===== config.mk =====
export PLATFORM = sky130hd
export DESIGN_NAME = ulsr_rx_status
export DESIGN_NICKNAME = d
export VERILOG_FILES = /design/src/hdl/ulsr_pkg.sv /design/src/hdl/ulsr_rx_status.sv
export SDC_FILE = /design/constraint.sdc
export NUM_CORES = 1
export LEC_CHECK = 0
export ABC_AREA = 0
export BUFFER_PORTS_ARGS = -buffer_cell sky130_fd_sc_hd__buf_2
export CAP_MARGIN = 5
export CORE_MARGIN = 2
export CORE_UTILIZATION = 55
export CTS_CLUSTER_DIAMETER = 200
export CTS_CLUSTER_SIZE = 25
export DETAILED_ROUTE_END_ITERATION = 8
export GPL_ROUTABILITY_DRIVEN = 0
export GPL_TIMING_DRIVEN = 0
export PLACE_DENSITY = 0.82
export SYNTH_ARGS = -nofsm -noshare
export SYNTH_HDL_FRONTEND = slang
export SYNTH_SLANG_ARGS = --single-unit
export TNS_END_PERCENT = 10

===== constraint.sdc =====
create_clock -name I_CLK_SYS -period 4.4 [get_ports I_CLK_SYS]
set_clock_uncertainty 0.15 [all_clocks]
set_input_delay 0.22 -clock I_CLK_SYS [delete_from_list [all_inputs] [get_ports I_CLK_SYS]]
set_output_delay 0.22 -clock I_CLK_SYS [all_outputs]
set_load 0.03 [all_outputs]

===== src/hdl/ulsr_pkg.sv =====
// Package: constants and types for the receive line status block.
// Assumes one 50 MHz system clock and a plain register port.
package ulsr_pkg;

	// ****************************************
	// Clock and line timing
	// ****************************************
	localparam int CLK_HZ   = 50_000_000;
	localparam int BAUD_BPS = 115_200;
	localparam int BIT_CYC  = CLK_HZ / BAUD_BPS;
	localparam int HALF_CYC = BIT_CYC / 2;
	localparam int CNT_W    = 10;

	// ****************************************
	// Register map (byte addresses)
	// ****************************************
	localparam logic [31:0] ADDR_RBR  = 32'he001_0000;
	localparam logic [31:0] ADDR_FCR  = 32'he001_0008;
	localparam logic [31:0] ADDR_LSR  = 32'he001_0014;
	localparam logic [31:0] ADDR_IST  = 32'he001_0040;
	localparam logic [31:0] ADDR_IMSK = 32'he001_0044;

	// fifo_control_reg fields
	localparam int FCR_EN   = 0;
	localparam int FCR_RST  = 1;
	localparam int FCR_PEN  = 4;
	localparam int FCR_PODD = 5;
	localparam logic [7:0] FCR_RESET = 8'h00;

	// rx_line_status fields
	localparam int LSR_READY = 0;
	localparam int LSR_OE    = 1;
	localparam int LSR_PAR   = 2;
	localparam int LSR_FRM   = 3;
	localparam int LSR_BRK   = 4;

	// Interrupt status and mask layout: one bit per event
	localparam int IRQ_W = 5;
	localparam logic [IRQ_W-1:0] IRQ_RESET = 5'h00;

	// One received character with its error tags
	typedef struct packed {
		logic       brk;
		logic       frm;
		logic       par;
		logic [7:0] data;
	} ulsr_entry_s;

	// Sticky error flags of the status register
	typedef struct packed {
		logic brk;
		logic frm;
		logic par;
		logic oe;
	} ulsr_flags_s;

	typedef enum logic [5:0] {
		ST_IDLE  = 6'b000001,
		ST_START = 6'b000010,
		ST_DATA  = 6'b000100,
		ST_PAR   = 6'b001000,
		ST_STOP  = 6'b010000,
		ST_BRK   = 6'b100000
	} ulsr_state_e;

endpackage


===== src/hdl/ulsr_rx_status.sv =====
// Receiver, character FIFO and line status register of a serial port.
// Assumes the register master honours one-cycle strobes, never both.
`timescale 1ns/1ps
module ulsr_rx_status
	import ulsr_pkg::*;
#(
	parameter int DEPTH = 16
) (
	// Clock and reset
	input  wire logic        I_CLK_SYS,
	input  wire logic        I_RST_N,
	// Serial line
	input  wire logic        I_RX_SERIAL_IN,
	// Register port
	input  wire logic [31:0] I_ADDR,
	input  wire logic [7:0]  I_WDATA,
	input  wire logic        I_WR,
	input  wire logic        I_RD,
	output logic      [7:0]  O_RDATA,
	// Interrupt
	output logic             O_IRQ
);

	localparam int PW = $clog2(DEPTH);

	// ****************************************
	// Line synchroniser and receiver
	// ****************************************
	logic              rx_meta_q;
	logic              rx_q;
	ulsr_state_e       state_q;
	logic [CNT_W-1:0]  cnt_q;
	logic [2:0]        idx_q;
	logic [7:0]        shift_q;
	logic              par_err_q;
	logic              zero_q;
	logic [7:0]        fcr_q;
	logic              tick;
	logic              char_done;
	ulsr_entry_s       new_ent;

	always_ff @(posedge I_CLK_SYS) begin
		if (!I_RST_N) begin
			rx_meta_q <= 1'b1;
			rx_q      <= 1'b1;
		end else begin
			rx_meta_q <= I_RX_SERIAL_IN;
			rx_q      <= rx_meta_q;
		end
	end

	assign tick      = (cnt_q == '0);
	assign char_done = (state_q == ST_STOP) && tick;
	assign new_ent   = '{brk: !rx_q && zero_q, frm: !rx_q,
		par: par_err_q, data: shift_q};

	always_ff @(posedge I_CLK_SYS) begin
		if (!I_RST_N) begin
			state_q   <= ST_IDLE;
			cnt_q     <= '0;
			idx_q     <= '0;
			shift_q   <= '0;
			par_err_q <= 1'b0;
			zero_q    <= 1'b0;
		end else begin
			cnt_q <= tick ? CNT_W'(BIT_CYC - 1) : cnt_q - 1'b1;
			unique case (state_q)
				ST_IDLE: begin
					cnt_q <= CNT_W'(HALF_CYC - 1);
					if (!rx_q) begin
						state_q <= ST_START;
						zero_q  <= 1'b1;
					end
				end
				ST_START: if (tick) begin
					// A start bit gone high at mid-bit was a glitch
					state_q   <= rx_q ? ST_IDLE : ST_DATA;
					idx_q     <= '0;
					par_err_q <= 1'b0;
				end
				ST_DATA: if (tick) begin
					shift_q <= {rx_q, shift_q[7:1]};
					zero_q  <= zero_q && !rx_q;
					idx_q   <= idx_q + 1'b1;
					if (idx_q == 3'h7)
						state_q <= fcr_q[FCR_PEN] ? ST_PAR : ST_STOP;
				end
				ST_PAR: if (tick) begin
					par_err_q <= (^shift_q) ^ rx_q ^ fcr_q[FCR_PODD];
					zero_q    <= zero_q && !rx_q;
					state_q   <= ST_STOP;
				end
				ST_STOP: if (tick) begin
					if (rx_q)
						state_q <= ST_IDLE;
					else if (zero_q)
						state_q <= ST_BRK;
					else begin
						// Bad stop bit reused as start, mid-bit already reached
						state_q   <= ST_DATA;
						idx_q     <= '0;
						zero_q    <= 1'b1;
						par_err_q <= 1'b0;
					end
				end
				ST_BRK: if (rx_q)
					state_q <= ST_IDLE;
			endcase
		end
	end

	// ****************************************
	// Receive FIFO
	// ****************************************
	ulsr_entry_s       mem_q [DEPTH];
	logic [PW-1:0]     wr_q;
	logic [PW-1:0]     rd_q;
	logic [PW:0]       count_q;
	logic              fifo_en;
	logic              full;
	logic              push;
	logic              pop;
	logic              flush;
	logic              ovr_evt;
	logic              rd_lsr;
	logic              wr_fcr;

	assign fifo_en = fcr_q[FCR_EN];
	// With the FIFO off it behaves as a single holding register
	assign full    = fifo_en ? (count_q == (PW+1)'(DEPTH))
		: (count_q != '0);
	assign pop     = I_RD && (I_ADDR == ADDR_RBR) && (count_q != '0);
	assign ovr_evt = char_done && full;
	assign push    = char_done && !full;
	assign rd_lsr  = I_RD && (I_ADDR == ADDR_LSR);
	assign wr_fcr  = I_WR && (I_ADDR == ADDR_FCR);
	// Changing the enable empties the FIFO, as does the reset bit
	assign flush   = wr_fcr && (I_WDATA[FCR_RST] ||
		(I_WDATA[FCR_EN] != fcr_q[FCR_EN]));

	always_ff @(posedge I_CLK_SYS) begin
		if (!I_RST_N)
			fcr_q <= FCR_RESET;
		else if (wr_fcr)
			fcr_q <= I_WDATA & ~(8'h01 << FCR_RST);
	end

	always_ff @(posedge I_CLK_SYS) begin
		if (!I_RST_N) begin
			wr_q    <= '0;
			rd_q    <= '0;
			count_q <= '0;
		end else if (flush) begin
			wr_q    <= '0;
			rd_q    <= '0;
			count_q <= '0;
		end else begin
			if (push) begin
				mem_q[wr_q] <= new_ent;
				wr_q        <= wr_q + 1'b1;
			end
			if (pop)
				rd_q <= rd_q + 1'b1;
			count_q <= count_q + (PW+1)'(push) - (PW+1)'(pop);
		end
	end

	// ****************************************
	// Line status flags
	// ****************************************
	ulsr_flags_s       lsr_q;
	ulsr_flags_s       set_f;
	logic              head_new;
	ulsr_entry_s       head_ent;

	// A new head is the pushed entry when the FIFO was or becomes empty
	always_comb begin
		head_new = 1'b0;
		head_ent = mem_q[rd_q + 1'b1];
		if (push && (count_q == '0 || (pop && count_q == 1))) begin
			head_new = 1'b1;
			head_ent = new_ent;
		end else if (pop && count_q > 1)
			head_new = 1'b1;
	end

	always_comb begin
		set_f    = '0;
		set_f.oe = ovr_evt;
		if (fifo_en) begin
			// Reported when the character reaches the head
			set_f.par = head_new && !flush && head_ent.par;
			set_f.frm = head_new && !flush && head_ent.frm;
			set_f.brk = head_new && !flush && head_ent.brk;
		end else begin
			// Reported as soon as the character is received
			set_f.par = push && new_ent.par;
			set_f.frm = push && new_ent.frm;
			set_f.brk = push && new_ent.brk;
		end
	end

	// Writes never reach these flags; only reads clear them
	always_ff @(posedge I_CLK_SYS) begin
		if (!I_RST_N)
			lsr_q <= '0;
		else
			lsr_q <= set_f | (rd_lsr ? '0 : lsr_q);
	end

	// ****************************************
	// Interrupts and read data
	// ****************************************
	logic [IRQ_W-1:0]  ist_q;
	logic [IRQ_W-1:0]  imsk_q;
	logic [IRQ_W-1:0]  ev;
	logic [7:0]        rd_d;

	assign ev = {set_f.brk, set_f.frm, set_f.par, set_f.oe, push};

	always_ff @(posedge I_CLK_SYS) begin
		if (!I_RST_N)
			ist_q <= IRQ_RESET;
		else
			ist_q <= ev | ((I_RD && I_ADDR == ADDR_IST) ? '0 : ist_q);
	end

	always_ff @(posedge I_CLK_SYS) begin
		if (!I_RST_N)
			imsk_q <= IRQ_RESET;
		else if (I_WR && I_ADDR == ADDR_IMSK)
			imsk_q <= I_WDATA[IRQ_W-1:0];
	end

	assign O_IRQ = |(ist_q & imsk_q);

	always_comb begin
		rd_d = 8'h00;
		unique case (I_ADDR)
			ADDR_RBR:  rd_d = (count_q != '0) ? mem_q[rd_q].data : 8'h00;
			ADDR_FCR:  rd_d = fcr_q;
			ADDR_LSR:  rd_d = {3'h0, lsr_q, count_q != '0};
			ADDR_IST:  rd_d = {3'h0, ist_q};
			ADDR_IMSK: rd_d = {3'h0, imsk_q};
			default:   rd_d = 8'h00;
		endcase
	end

	always_ff @(posedge I_CLK_SYS) begin
		if (!I_RST_N)
			O_RDATA <= 8'h00;
		else
			O_RDATA <= I_RD ? rd_d : 8'h00;
	end
endmodule // ulsr_rx_status


==> results by group <==
Synthesis
  – Ys async rst share: 0%
  – Synthesized area: roughly 11000 sq um
  – Avg Cell Area, Syn: 14.6 sq um
  – Post-synth EDFFs: ~180
  – Yosys Warn Count: 0
  – Netlist cell types: 64
  – Syn nets: 796
  – Syn Inst Count: 733
  – Post-synthesis sequential area ratio: 63.6%
  – Synth Flop Type: edfxtp_1
  – Yosys reg bits: 253

Layout
  – Area taken by multi-input logic gates: around 3700 sq um
  – Nets: 885
  – Most common cell after layout, fill and taps aside: edfxtp_1
  – Commonest cells after routing, fill and taps aside: edfxtp_1, dfxtp_1, nor2_1
  – Ant diodes: 0
  – Ratio of cells with drive above 1 in the final layout: 20.0%
  – Area added between synthesis and finish: 11.8%
  – Fill cells: 1377
  – FF/Latch Area: 6830 sq um

Power
  – Max IR drop VDD: 0.000197 V
  – Sequential Power Share: 58.3%
  – Power share of the combinational group: 10.8%
  – Leak: 3.99 nW
  – Switching fraction of total power: 24.0%
  – Power share of the clock group: a little under a third
  – Power Density: 376 nW/um^2
  – Sw Pwr: 1.08 mW
  – Internal Power: between 3 and 4 mW

Worst setup path
  – Reg2reg setup slack: between 0.6 and 0.7 ns
  – Nature of the critical path endpoint: flip-flop
  – Setup crit start kind: flip-flop
  – Worst EP required: 4.33 ns
  – Crit path DAT: between 3 and 4 ns
  – Max FO, Critical Path: 11
  – CP Class: reg2reg

Flow run
  – Max-Cap Viols: 0

Drt
  – Via Count: 6708
  – Drt pass-1 iters: 5
  – Wirelength per Cell: 21.6 microns
  – Via-to-Cell Ratio: 6.13
  – DR iter-0 viols: roughly 850
  – Antenna Nets Post-Route: 0
  – Post-route DRC violation count: 0
  – Final WL: 23600 microns

CTS
  – Clk pin slew, worst setup/hold paths: 0.10 ns
  – TritonCTS Sinks: 253
  – Post-CTS Setup Bufs: 0
  – CTS root buffer: clkbuf_16
  – H-Tree Depth: 1
  – Num CTS Buffers: 14
  – Clk_lat worst skew: 0.49 ns
  – CTS Buffer Depth: 3
  – CTS tree: done

Placement
  – IO buf count: 53
  – Final HPWL DP: 15800 microns
  – Pre-CTS setup slack: between 0.6 and 0.7 ns

Global route
  – Global route total overflow: 0
  – Largest net degree at the start of global routing: 27
  – Vias in the first global route: 6343
  – Initial antenna violation count: 0
  – Gr usage total: between 20% and 30%
  – First-pass GRT wire length: ~36000 microns

STA
  – Final worst-path setup slack: 0.616 ns
  – Slew Viols, Final: 0
  – Max-slew headroom: 7.95%
  – RSZ-0062 raised after global routing: false
  – Minimum period implied by the final worst setup slack: between 3 and 4 ns
  – Final Hold Fails: 0
  – Slew @ Worst Pin: about 1.4 ns
  – Setup violators final: 0
  – Fmax: between 0.2 and 0.3 GHz
  – Tcrit/Tclk final: 86.0%
  – Setup_tns: 0 ns

Outcome
  – Outcome: finished, final reports clean

Floorplanning
  – Io pins: 54
  – Die area: slightly above 20000 sq um
  – Row Count: 51
  – Core Region: a little under 20000 sq um
  – Die Y: 144 microns
  – Initial Util: between 50% and 60%
  – Die Wd: 144 microns

Hold path
  – Hold Crit Class: in2reg
cell usage after synthesis (3+ instances only):
| cell | number | area, sq um |
|---|---|---|
| edfxtp_1 | 176 | 5290 |
| dfxtp_1 | 77 | 1540 |
| nor2_1 | 61 | 229 |
| mux4_2 | 49 | 1100 |
| a21oi_1 | 38 | 190 |
| nand2_1 | 38 | 143 |
| mux2i_1 | 25 | 250 |
| nand3_1 | 19 | 95.1 |
| inv_1 | 18 | 67.6 |
| ha_1 | 17 | 213 |
| o21ai_0 | 17 | 85.1 |
| clkbuf_1 | 16 | 60.1 |
| xnor2_1 | 16 | 140 |
| nor3_1 | 15 | 75.1 |
| nand4_1 | 12 | 75.1 |
| a22oi_1 | 10 | 75.1 |
| nand2b_1 | 10 | 62.6 |
| a22o_1 | 8 | 70.1 |
| and2_1 | 8 | 50.1 |
| buf_2 | 6 | 30.0 |
| nor2b_1 | 6 | 37.5 |
| o211ai_1 | 6 | 45.0 |
| o31ai_1 | 5 | 37.5 |
| xor2_1 | 5 | 43.8 |
| buf_1 | 4 | 15.0 |
| buf_4 | 4 | 30.0 |
| nor4_1 | 4 | 25.0 |
| nor4b_2 | 4 | 60.1 |
| o2111ai_1 | 4 | 35.0 |
| or3_1 | 4 | 25.0 |
| and3_1 | 3 | 18.8 |
| o21a_1 | 3 | 22.5 |
| or4_4 | 3 | 33.8 |
through the flow:
step           hold WS [ns]  power [mW]  util (%)  cells  cell area (sq um)
2_1_floorplan         0.171        3.02         -    733              10700
3_3_place_gp          0.238        3.13      58.6   1051              11300
3_5_place_dp          0.265        3.15      58.9   1055              11400
4_1_cts              0.0315        4.51      61.8   1090              11900
5_1_grt              0.0679        4.67      62.0   1095              12000
6_report             0.0470        4.51      62.0   1095              12000
final timing paths:
check / from / endpoint / depth (start not counted)
setup / recovery: count_q[3] / mem_q[8][5] / 8
hold / removal: I_ADDR[3] / imsk_q[2] / 4
setup reg to reg: count_q[3] / mem_q[8][5] / 8
hold reg to reg: rx_meta_q / rx_q / 1
cell families after synthesis:
logic type	count (synthesis)	share of synthesized area, %
xor gates and xnor gates	22	1.92
buffers and inverters	49	1.92
and+or+nand+nor	209	11.2
adders and majority gates	18	2.17
muxes	74	12.6
DFF	253	63.6
AOI/OAI and AO/OA	108	6.60
critical path: stages (launching register included):
cell	delay (ns)
dfxtp_1	0.31
inv_1	0.11
ha_1	0.22
nor4b_2	0.55
a21oi_1	0.28
nor3_2	0.27
buf_4	0.25
nand3_1	0.20
nor2_1	1.03
power groups by stage:
stage | Combinational [mW] | Sequential (mW) | Clock, mW
final | 0.486 | 2.62 | 1.39
after global routing | 0.540 | 2.63 | 1.50
after CTS | 0.480 | 2.62 | 1.41
after detailed placement | 0.471 | 2.68 | 0
after global placement | 0.456 | 2.67 | 0
after floorplan | 0.362 | 2.66 | 0
flip-flops by register name (all words and copies together) (netlist names), 3 cells and up, named ones only:
signal / flops
idx_q: 3
imsk_q: 5
fcr_q: 7
count_q: 5
cnt_q: 10
ist_q: 5
wr_q: 4
O_RDATA: 8
rd_q: 4
state_q: 6
shift_q: 8
lsr_q: 4
mem_q: 176
routing by layer:
metal | wire length [microns] | GRT usage, % | vias up
li1 | - | - | 3007
met1 | 9350 | 31.5 | 3333
met2 | 11900 | 39.2 | 331
met3 | 1900 | 3.10 | 37
met4 | 485 | 5.68 | 0
met5 | 0 | 0 | -
repair_timing:
| item | 4_1_cts | 5_1_grt |
|---|---|---|
| setup endpoints to repair | 0 | 0 |
| endpoints found under the hold margin | 18 | 0 |
| resized for setup | 0 | 0 |
| hold buffers | 11 | 0 |
layout make-up:
| class | instances | area share, % |
|---|---|---|
| flip-flops and latches | 253 | 56.9 |
| multi-input cells | 431 | 31.0 |
| repair buffers | 73 | 3.94 |
| clock buffers | 23 | 3.38 |
| well taps | 265 | 2.76 |
| plain buffers | 30 | 1.13 |
| inverters | 19 | 0.594 |
| clock inverters | 1 | 0.250 |
No activity file was read; power rests on OpenSTA's default activity.
